===== src/logic/idlink_pkg.sv =====
// Shared constants for the single-wire identity link master.
// Assumes a 20 MHz system clock; all link times are counted in microseconds.
package idlink_pkg;

   // Clock and microsecond divider
   localparam int            CLK_HZ     = 20_000_000;
   localparam int            US_CYCLES  = CLK_HZ / 1_000_000;
   localparam int            DIV_W      = 5;
   localparam logic [4:0]    DIV_LAST   = 5'(US_CYCLES - 1);

   // Link times in microseconds, all within the documented windows
   localparam int            US_W                  = 10;
   localparam logic [9:0]    RESET_LOW_TIME        = 10'd500;  // Min 480, plus rise kept under 960
   localparam logic [9:0]    RESET_HIGH_TIME       = 10'd480;  // Quiet time before new activity
   localparam logic [9:0]    PRESENCE_SAMPLE_TIME  = 10'd70;   // Past the 15..60 wait, inside the 60..240 low
   localparam logic [9:0]    WRITE_ONE_LOW_TIME    = 10'd2;    // Window 1..15
   localparam logic [9:0]    WRITE_ZERO_LOW_TIME   = 10'd62;   // Window 60..120
   localparam logic [9:0]    READ_SETUP_TIME       = 10'd2;    // Master low that opens a read slot
   localparam logic [9:0]    READ_SAMPLE_TIME      = 10'd13;   // Just before read_valid_time of 15
   localparam logic [9:0]    SLOT_DURATION         = 10'd70;   // Window 60..120
   localparam logic [9:0]    SLOT_RECOVERY_TIME    = 10'd2;    // Min 1

   // Command port opcodes
   localparam logic [1:0]    OP_RESET   = 2'h0;
   localparam logic [1:0]    OP_WRITE   = 2'h1;
   localparam logic [1:0]    OP_READ    = 2'h2;
   localparam logic [1:0]    OP_TRIPLET = 2'h3;

   // Identity command bytes, sent by the user bit by bit, LSB first
   localparam logic [7:0]    ID_READ_CMD_A = 8'h33;
   localparam logic [7:0]    ID_READ_CMD_B = 8'h0F;
   localparam logic [7:0]    ID_SEARCH_CMD = 8'hF0;

   // Reflected form of x^8 + x^5 + x^4 + 1
   localparam logic [7:0]    CRC_POLY   = 8'h8C;
   localparam logic [7:0]    CRC_INIT   = 8'h00;

   // Triplet step numbers
   localparam logic [1:0]    STEP_BIT   = 2'h0;
   localparam logic [1:0]    STEP_CMP   = 2'h1;
   localparam logic [1:0]    STEP_DIR   = 2'h2;

   typedef enum logic [2:0]
   {
      ST_IDLE      = 3'b000,
      ST_RST_LOW   = 3'b001,
      ST_RST_WAIT  = 3'b010,
      ST_SLOT_LOW  = 3'b011,
      ST_SLOT_REST = 3'b100,
      ST_RECOVER   = 3'b101
   } state_t;

endpackage


===== src/logic/idlink_crc8.sv =====
// Serial CRC-8 accumulator, one bit per shift pulse, LSB first.
// Assumes the caller presents bits in line order and clears before a pass.
`timescale 1ns/1ns
`default_nettype none

module idlink_crc8
(
   // Clock and reset
   input  wire logic        mclk_in,
   input  wire logic        reset_in,
   // Control
   input  wire logic        clear_in,
   input  wire logic        shift_in,
   input  wire logic        bit_in,
   // Result
   output logic      [7:0]  crc_out
);

   logic feedback;

   ////////////////////////////////////////////////////////////////////////////
   // Feedback of the reflected shift register
   assign feedback = crc_out[0] ^ bit_in;

   // Clear wins over shift so a new pass starts clean
   always_ff @(posedge mclk_in or posedge reset_in)
   begin
      if (reset_in)
         crc_out <= idlink_pkg::CRC_INIT;
      else if (clear_in)
         crc_out <= idlink_pkg::CRC_INIT;
      else if (shift_in)
         crc_out <= (crc_out >> 1) ^ (feedback ? idlink_pkg::CRC_POLY : idlink_pkg::CRC_INIT);
   end

endmodule // idlink_crc8

`default_nettype wire


===== src/logic/idlink_master.sv =====
// Bus master for a single-wire open-drain identity device link.
// Assumes an external pull-up holds the line high; inputs are synchronous to mclk_in.
//
// How it works
// - User sends the search byte, then issues triplets to walk every slave's identity.
// - Triplet: read bit, read complement, then write the chosen bit value unless both reads are high.
// - Reset holds the line low 500 us, then keeps it released 480 us.
// - Master starts every slot and reset; only presence comes from the slave.
// - Every slot begins with a low, lasts 70 us, then 2 us recovery.
// - Write one is a 2 us low, write zero a 62 us low.
// - Reset low plus rise stays well under 960 us.
// - Master may run CRC-8, polynomial x^8+x^5+x^4+1, over received bits.
// - Transfer is good when the stored last byte matches; running CRC then reads zero.
// - Every bit on the line goes least significant first.
// - Line idles high; master releases it between commands.
`timescale 1ns/1ns
`default_nettype none

module idlink_master
(
   // Clock and reset
   input  wire logic        mclk_in,
   input  wire logic        reset_in,
   // Command request
   input  wire logic        cmd_valid_in,
   output logic             cmd_ready_out,
   input  wire logic [1:0]  cmd_op_in,
   input  wire logic        cmd_bit_in,
   input  wire logic        crc_clear_in,
   // Results
   output logic             done_out,
   output logic             presence_out,
   output logic             rx_bit_out,
   output logic             cmp_bit_out,
   output logic             dir_bit_out,
   output logic             no_device_out,
   output logic      [7:0]  crc_out,
   output logic             crc_ok_out,
   // Open-drain line
   input  wire logic        line_in,
   output logic             line_out,
   output logic             line_oe_out
);

   idlink_pkg::state_t state_q;
   logic [idlink_pkg::DIV_W-1:0] div_q;
   logic                         tick;
   logic [idlink_pkg::US_W-1:0]  us_q;
   logic [1:0]                   op_q;
   logic [1:0]                   step_q;
   logic                         wbit_q;
   logic                         reading;
   logic [idlink_pkg::US_W-1:0]  low_len;
   logic                         accept;
   logic                         crc_shift_q;
   logic                         crc_bit_q;

   ////////////////////////////////////////////////////////////////////////////
   // Handshake and slot shape
   assign cmd_ready_out = (state_q == idlink_pkg::ST_IDLE);
   assign accept        = cmd_ready_out & cmd_valid_in;
   assign tick          = (div_q == idlink_pkg::DIV_LAST);
   // Read slots: plain read and the first two triplet steps
   assign reading       = (op_q == idlink_pkg::OP_READ) ||
                          ((op_q == idlink_pkg::OP_TRIPLET) && (step_q != idlink_pkg::STEP_DIR));
   assign low_len       = reading ? idlink_pkg::READ_SETUP_TIME :
                          (wbit_q ? idlink_pkg::WRITE_ONE_LOW_TIME : idlink_pkg::WRITE_ZERO_LOW_TIME);
   // Never drive high; the pull-up does that
   assign line_out      = 1'b0;
   assign crc_ok_out    = (crc_out == idlink_pkg::CRC_INIT);

   ////////////////////////////////////////////////////////////////////////////
   // Microsecond enable, restarted on each accepted command so timing is phase exact
   always_ff @(posedge mclk_in or posedge reset_in)
   begin
      if (reset_in)
         div_q <= '0;
      else if (accept || tick)
         div_q <= '0;
      else
         div_q <= div_q + 1'b1;
   end

   ////////////////////////////////////////////////////////////////////////////
   // Sequencer: state, microsecond count and line drive
   always_ff @(posedge mclk_in or posedge reset_in)
   begin
      if (reset_in)
      begin
         state_q     <= idlink_pkg::ST_IDLE;
         us_q        <= '0;
         op_q        <= idlink_pkg::OP_RESET;
         step_q      <= idlink_pkg::STEP_BIT;
         wbit_q      <= 1'b0;
         line_oe_out <= 1'b0;
      end
      else
      begin
         if (tick)
            us_q <= us_q + 1'b1;
         case (state_q)
            idlink_pkg::ST_IDLE:
            begin
               line_oe_out <= 1'b0;
               if (accept)
               begin
                  op_q        <= cmd_op_in;
                  step_q      <= idlink_pkg::STEP_BIT;
                  wbit_q      <= cmd_bit_in;
                  us_q        <= '0;
                  line_oe_out <= 1'b1;
                  state_q     <= (cmd_op_in == idlink_pkg::OP_RESET) ? idlink_pkg::ST_RST_LOW
                                                                      : idlink_pkg::ST_SLOT_LOW;
               end
            end
            idlink_pkg::ST_RST_LOW:
            begin
               // Held past 480 us but short of 960 us total
               if (tick && (us_q == idlink_pkg::RESET_LOW_TIME - 1'b1))
               begin
                  line_oe_out <= 1'b0;
                  us_q        <= '0;
                  state_q     <= idlink_pkg::ST_RST_WAIT;
               end
            end
            idlink_pkg::ST_RST_WAIT:
            begin
               // Quiet period covers the whole presence window
               if (tick && (us_q == idlink_pkg::RESET_HIGH_TIME - 1'b1))
                  state_q <= idlink_pkg::ST_IDLE;
            end
            idlink_pkg::ST_SLOT_LOW:
            begin
               if (tick && (us_q == low_len - 1'b1))
               begin
                  line_oe_out <= 1'b0;
                  state_q     <= idlink_pkg::ST_SLOT_REST;
               end
            end
            idlink_pkg::ST_SLOT_REST:
            begin
               if (tick && (us_q == idlink_pkg::SLOT_DURATION - 1'b1))
               begin
                  us_q    <= '0;
                  state_q <= idlink_pkg::ST_RECOVER;
               end
            end
            idlink_pkg::ST_RECOVER:
            begin
               if (tick && (us_q == idlink_pkg::SLOT_RECOVERY_TIME - 1'b1))
               begin
                  us_q <= '0;
                  if ((op_q == idlink_pkg::OP_TRIPLET) && (step_q == idlink_pkg::STEP_BIT))
                  begin
                     step_q      <= idlink_pkg::STEP_CMP;
                     line_oe_out <= 1'b1;
                     state_q     <= idlink_pkg::ST_SLOT_LOW;
                  end
                  // Both reads high: nobody left in the search, stop here
                  else if ((op_q == idlink_pkg::OP_TRIPLET) && (step_q == idlink_pkg::STEP_CMP) &&
                           !(rx_bit_out && cmp_bit_out))
                  begin
                     // Differing reads force the bit; a tie takes the user's direction
                     wbit_q      <= (rx_bit_out != cmp_bit_out) ? rx_bit_out : wbit_q;
                     step_q      <= idlink_pkg::STEP_DIR;
                     line_oe_out <= 1'b1;
                     state_q     <= idlink_pkg::ST_SLOT_LOW;
                  end
                  else
                     state_q <= idlink_pkg::ST_IDLE;
               end
            end
            default:
            begin
               line_oe_out <= 1'b0;
               state_q     <= idlink_pkg::ST_IDLE;
            end
         endcase
      end
   end

   ////////////////////////////////////////////////////////////////////////////
   // Line sampling: presence and read data
   always_ff @(posedge mclk_in or posedge reset_in)
   begin
      if (reset_in)
      begin
         presence_out <= 1'b0;
         rx_bit_out   <= 1'b0;
         cmp_bit_out  <= 1'b0;
      end
      else if (accept && (cmd_op_in == idlink_pkg::OP_RESET))
         presence_out <= 1'b0;
      else if (tick && (state_q == idlink_pkg::ST_RST_WAIT) &&
               (us_q == idlink_pkg::PRESENCE_SAMPLE_TIME - 1'b1))
         presence_out <= ~line_in;
      else if (tick && (state_q == idlink_pkg::ST_SLOT_REST) && reading &&
               (us_q == idlink_pkg::READ_SAMPLE_TIME - 1'b1))
      begin
         // Low means a slave held zero; high means nobody drove
         if (step_q == idlink_pkg::STEP_CMP)
            cmp_bit_out <= line_in;
         else
            rx_bit_out  <= line_in;
      end
   end

   ////////////////////////////////////////////////////////////////////////////
   // Completion pulse, search outcome and CRC feed
   always_ff @(posedge mclk_in or posedge reset_in)
   begin
      if (reset_in)
      begin
         done_out      <= 1'b0;
         dir_bit_out   <= 1'b0;
         no_device_out <= 1'b0;
         crc_shift_q   <= 1'b0;
         crc_bit_q     <= 1'b0;
      end
      else
      begin
         done_out    <= 1'b0;
         crc_shift_q <= 1'b0;
         if (accept)
            no_device_out <= 1'b0;
         if (tick && (state_q == idlink_pkg::ST_RST_WAIT) && (us_q == idlink_pkg::RESET_HIGH_TIME - 1'b1))
            done_out <= 1'b1;
         else if (tick && (state_q == idlink_pkg::ST_RECOVER) &&
                  (us_q == idlink_pkg::SLOT_RECOVERY_TIME - 1'b1))
         begin
            // Identity bits arrive LSB first, so the CRC runs in line order
            if (op_q == idlink_pkg::OP_READ)
            begin
               done_out    <= 1'b1;
               crc_shift_q <= 1'b1;
               crc_bit_q   <= rx_bit_out;
            end
            else if (op_q == idlink_pkg::OP_WRITE)
               done_out <= 1'b1;
            else if ((step_q == idlink_pkg::STEP_CMP) && rx_bit_out && cmp_bit_out)
            begin
               done_out      <= 1'b1;
               no_device_out <= 1'b1;
            end
            else if (step_q == idlink_pkg::STEP_DIR)
            begin
               done_out    <= 1'b1;
               dir_bit_out <= wbit_q;
               crc_shift_q <= 1'b1;
               crc_bit_q   <= wbit_q;
            end
         end
      end
   end

   ////////////////////////////////////////////////////////////////////////////
   // CRC over identity bits; running it over all 64 leaves zero when good
   idlink_crc8 u_crc
   (
      .mclk_in   (mclk_in),
      .reset_in  (reset_in),
      .clear_in  (crc_clear_in),
      .shift_in  (crc_shift_q),
      .bit_in    (crc_bit_q),
      .crc_out   (crc_out)
   );

endmodule // idlink_master

`default_nettype wire


===== config.mk =====
export PLATFORM = sky130hd
export DESIGN_NAME = idlink_master
export DESIGN_NICKNAME = d
export VERILOG_FILES = /design/src/logic/idlink_pkg.sv /design/src/logic/idlink_crc8.sv /design/src/logic/idlink_master.sv
export SDC_FILE = /design/constraint.sdc
export NUM_CORES = 1
export LEC_CHECK = 0
export BUFFER_PORTS_ARGS = -buffer_cell sky130_fd_sc_hd__clkbuf_2
export CELL_PAD_IN_SITES_DETAIL_PLACEMENT = 1
export CELL_PAD_IN_SITES_GLOBAL_PLACEMENT = 2
export CORE_MARGIN = 3
export CORE_UTILIZATION = 33
export CTS_CLUSTER_DIAMETER = 60
export DETAILED_ROUTE_END_ITERATION = 10
export PLACE_DENSITY = 0.72
export SETUP_SLACK_MARGIN = 0.05
export SLEW_MARGIN = 5
export SYNTH_ARGS = -nofsm -noshare
export SYNTH_HDL_FRONTEND = slang
export SYNTH_SLANG_ARGS = --single-unit

===== constraint.sdc =====
create_clock -name mclk_in -period 1.7 [get_ports mclk_in]
set_input_delay 0.085 -clock mclk_in [delete_from_list [all_inputs] [get_ports mclk_in]]
set_output_delay 0.085 -clock mclk_in [all_outputs]
set_load 0.05 [all_outputs]

# Word level (Yosys, flattened, before mapping)
# Cells that the tools add are included.
# word_totals
register_bits	40
input_bits	8
out_inout_bits	18
elab_cells	167
# classes
n_addsub	3
n_eq_ne	31
muxes	63
bitwise_logic	12
n_reduce_logical	42
# op_table
cell	n
2-to-1 mux 10 bit	5
one-hot mux 10 bit (4 select lines)	1
2-to-1 mux 1 bit	34
2-to-1 mux 8 bit	3
inequality test 2 bit, second input constant	11
logical AND 1 bit	21
== test 10 x 9 -> 1 bit, second input constant	2
2-to-1 mux 3 bit	6
one-hot mux 3 bit (6 select lines)	1
AND reduction 6 bit	3
2-to-1 mux 2 bit	7
2-to-1 mux 6 bit	2
AND reduction 4 bit	3
adder 10 x 1 -> 10 bit, second input constant	1
== test 10 x 1 -> 1 bit, second input constant	1
== test 10 bit	1
== test 10 x 4 -> 1 bit, second input constant	1
== test 10 x 7 -> 1 bit, second input constant	1
AND reduction 5 bit	2
NOT 1 bit	9
logical NOT 8 bit	1
nonzero test 2 bit	4
XOR 7 x 8 -> 8 bit	1
subtractor 6 x 1 -> 7 bit, second input constant	1
22 further kinds	29

# Logic depth before layout (Yosys ltp)
# depth
word_depth	9
depth_mapped	8
ltp_nobuf	7

# Modules after synthesis
# A second synthesis with hierarchy kept.
# hier_totals
hier_cells	233
hier_area_um2	2282.2
# modules_own_cells
mod	n_inst	cells_each	area_per_inst_um2	seq_area_each_um2
idlink_master	1	200	1918.1	800.8
idlink_crc8	1	33	364.1	200.2

# Worst setup path before layout
# Ideal clock, no wire load.
# synth_path
path_type	reg-to-reg
start	register state_q[1]
end	register op_q[0]
setup_ps	125
t_arrival_ps	2565
required_time_ps	1575
path_slack_ps	-989
stages_incl_launch_ff	5
path_buffers	1
synth_period_minus_slack_ps	2689
cell_sequence	dfrtp_1 buf_2 nor3_1 nand2_1 mux2_2
# synth_via
elab_chain_len	3
# synth_lines
element	line_no	source
start: declaration	idlink_master.sv:45	idlink_pkg::state_t state_q;
start signal: assignment	idlink_master.sv:90	state_q <= idlink_pkg::ST_IDLE;
start signal: assignment	idlink_master.sv:112	state_q <= (cmd_op_in == idlink_pkg::OP_RESET) ? idlink_pkg::ST_RST_LOW
start signal: assignment	idlink_master.sv:123	state_q <= idlink_pkg::ST_RST_WAIT;
logical NOT 3 bit *	idlink_master.sv:60	assign cmd_ready_out = (state_q == idlink_pkg::ST_IDLE);
named net cmd_ready_out	idlink_master.sv:26	output logic cmd_ready_out,
AND 1 bit	idlink_master.sv:61	assign accept = cmd_ready_out & cmd_valid_in;
AND reduction 2 bit (no source line) *	n/a	
end signal: assignment	idlink_master.sv:92	op_q <= idlink_pkg::OP_RESET;
end signal: assignment	idlink_master.sv:107	op_q <= cmd_op_in;
end: declaration	idlink_master.sv:49	logic [1:0] op_q;
# The timed path passes the listed nets; every way through them passes the cells marked *.
# A chain may end at the register's enable or synchronous reset.

# Worst setup path after layout
# layout_path
start	register us_q[1] in the netlist's numbering
end	register cmp_bit_out
# layout_via
elab_chain_len	4
# layout_lines
element	line_no	source
start: declaration	idlink_master.sv:48	logic [idlink_pkg::US_W-1:0] us_q;
start signal: assignment	idlink_master.sv:100	us_q <= us_q + 1'b1;
== test 10 x 7 -> 1 bit	idlink_master.sv:195	(us_q == idlink_pkg::PRESENCE_SAMPLE_TIME - 1'b1))
logical AND 1 bit	idlink_master.sv:194	else if (tick && (state_q == idlink_pkg::ST_RST_WAIT) &&
NOT 1 bit (no source line)	n/a	
AND reduction 4 bit (no source line) *	n/a	
end signal: assignment	idlink_master.sv:202	cmp_bit_out <= line_in;
end: declaration	idlink_master.sv:34	output logic cmp_bit_out,
# Every way passes the cells marked *; elsewhere a longest branch is shown, timed or not.

==> flow_summary.toml <==
[synthesis]
synthArstFlopShare = 1.000
ys_ff_latch = 40
synth_common_cells = "40 x dfrtp_1, 21 x nor2_1, 17 x nand2_1"
syn_avg_cell_area_um2 = 9.837
synth_area_um2 = 2351
yosys.area.top_type_share = 0.4258
yosysMostFrequentCell = "dfrtp_1"
synthFlopType = "dfrtp_1"
yosys_warnings = 0
yosysTopAreaCell = "dfrtp_1"
synth.distinct_cells = 58
synthTopCellsByArea = "dfrtp_1 43%, mux2i_1 3.4%, nor2_1 3.4%"
syn-num-nets = 252
yosysSeqAreaShare = 0.4258
synth_edf_count = 0
synthCells = 239

[routing]
ant_nets = 0
drtIter0Drc = 87
dr.pass1.iters = 4
wire_per_inst_um = 15.91
num_vias = 2065
wl_mm = 6.794
via_per_inst = 4.836
drc = 0

[setup_path]
worstPathArrival_ns = 2.06
r2r_end = "cmp_bit_out"
timing.rr.start = "us_q[1]"
crit_path_end_kind = "register"
slowest_delay_ns = 0.40
r2r_cells = 7
path_depth = 7
critPathBufInv = 1
endpoint = "cmp_bit_out"
critical_path.top_delay_family = "simple AND/OR/NAND/NOR gates"
cp_cell_sequence = "inv_2 -> ha_1 -> nand3_1 -> nor4b_2 -> nand4_1 -> nor3b_2 -> mux2_4"
critPathSlowestCell = "dfrtp_1"
startpoint_type = "register"
r2r_slack_ns = -0.18
path_max_fanout = 3
worstPathRequired_ns = 1.89
criticalPathCategory = "register to register"
crit_start = "us_q[1]"

[die]
initial_core_util = 0.3423
die_x_um = 90.41
core_um2 = 6869
io_pins = 26
die_height_um = 90.41
die_area_um2 = 8173
rows = 30

[job]
maxCapViolCount = 0

[timing]
finalHoldViolCount = 0
maxSlewHeadroom = 0.6451
setup_viol = 23
fin_crit_sh = 1.103
drv_slew = 0
fmax_mhz = 533.2
fin_skew_ns = 0.004767
fin_ws_ns = -0.1755
finalCriticalPeriod_ns = 1.875
setup_tns_ns = -2.376
grt_setup_unrepaired = "yes"
tightestPinTransition_ns = 0.5323

[pwr]
leakage_nw = 1.559
ir_drop_v = 0.0004726
power_density_nw_per_um2 = 1302

[final_layout]
antenna_cells = 0
drive_gt1_frac = 0.4894
final_area_um2 = 3420
fin_nets = 343
utilization = 0.4978
syn_to_final_growth_pct = 45.45

[clocking]
cts_tree = "yes"
numCtsBuffers = 5
cts_max_level = 2
clock_latency_ns = 0.30
cts.sink_count = 40
clk_pin_slew_ns = 0.09
cts.path.max_buffers = 2
cts_root_buf = "clkbuf_8"

[grt]
overflow = 0
grt_usage = 0.1710
grt_max_degree = 41
grt_first_pass_wirelength_mm = 11.40
grt_pass1_vias = 2234
antenna_found_initial = 0

[placed_design]
io_buffers = 24
dp_worst_setup_slack_ns = -0.2620
dpl_cell_area_um2 = 2909
routabilityCongestion = 0.8566
dp_hpwl_mm = 4.743

[hold_path]
hold_class = "input pin to register"

[outcome]
violations = "negative setup slack"
status = "finished, violations left"
==> final cells by class <==
type                       instances  area, µm²
clock buffer                       5      68.82
clock inverter                     3      42.54
fill                             786       3450
multi-input combinational        178       1438
timing repair buffer              96      714.4
sequential                        40       1002
tap                               96      120.1
inverter                           9      33.78
==> registers in the layout, indices dropped and copies added, names as in the netlist, 2 cells and up <==
register / count
div_q: 5
op_q: 2
state_q: 3
step_q: 2
u_crc.crc_out: 8
us_q: 10
==> where the power goes <==
group	total [W]	switching (W)	internal, W
combinational	0.00239	0.00129	0.00110
sequential	0.00126	0.000137	0.00113
clock	0.000800	0.000365	0.000435
total	0.00445	0.00179	0.00266
==> layer usage <==
layer | GRT usage | routed length, µm
met5 | 0 | 0
met4 | 0.04464 | 102
met3 | 0.03000 | 170
met2 | 0.2738 | 3178
met1 | 0.2389 | 3342
==> worst register-to-register path, stage by stage, from the launching register on <==
cell     delay, ns
dfrtp_1       0.40
inv_2         0.10
ha_1          0.16
nand3_1       0.09
nor4b_2       0.23
nand4_1       0.21
nor3b_2       0.26
mux2_4        0.31
==> cells by family (layout without fill, tap and decap cells) <==
| group | count (synthesis) | count (layout) | share of synthesized area |
|---|---|---|---|
| muxes | 15 | 15 | 0.06759 |
| buffers and inverters | 22 | 113 | 0.05216 |
| xor gates and xnor gates | 16 | 16 | 0.05961 |
| adders and majority gates | 6 | 6 | 0.03087 |
| and+or+nand+nor | 104 | 105 | 0.2597 |
| DFF | 40 | 40 | 0.4258 |
| other | 1 | 1 | 0.001595 |
| AOI/OAI and AO/OA | 35 | 35 | 0.1027 |
==> stage by stage <==
step / hold WS (ns) / total power (W) / cells
2_1_floorplan: 0.1717 / 0.002621 / 239
3_3_place_gp: 0.2305 / 0.003178 / 395
3_5_place_dp: 0.2400 / 0.003228 / 395
4_1_cts: 0.04418 / 0.004382 / 422
5_1_grt: 0.05363 / 0.004719 / 427
6_report: 0.04358 / 0.004453 / 427
==> worst min-delay path by stage <==
stage / from / end / slack [ns] / depth (start not counted)
after detailed placement: reset_in / u_crc.crc_out[1] / 0.24 / 3
final: cmd_valid_in / div_q[4] / 0.04 / 2
after floorplan: cmd_valid_in / div_q[4] / 0.17 / 1
after CTS: cmd_valid_in / div_q[4] / 0.04 / 2
after global placement: reset_in / us_q[9] / 0.23 / 3
after global routing: cmd_valid_in / div_q[4] / 0.05 / 2
==> timing repair <==
action / CTS / global route
gates resized for setup: 37 / 14
hold buffers: 1 / 0
pin swaps: 32 / 14
setup buffers: 17 / 8
endpoints found under the setup margin: 25 / 27
gates cloned: 1 / 0
endpoints found under the hold margin: 40 / 0
==> cell usage in the layout (no fill, tap or decap), types with 3 or more instances in the layout <==
cell,Yosys,layout
nor2_1,21,19
dfrtp_1,40,39
nand3_1,7,6
o21ai_0,6,5
nand2_1,17,15
inv_1,9,7
buf_4,5,60
nor2_4,0,3
a22o_1,3,3
nand3b_1,3,3
clkbuf_2,0,22
xor2_1,9,8
and3_1,5,5
nand2b_1,3,3
clkbuf_8,0,5
mux2i_1,8,8
nor2b_1,3,3
mux2_4,0,4
nand4_1,5,5
mux2_2,6,3
a31oi_1,5,3
xnor2_1,7,7
nor3_1,8,5
nor2_2,11,10
buf_6,0,11
a21oi_1,6,5
(Power assumes the default switching activity.)
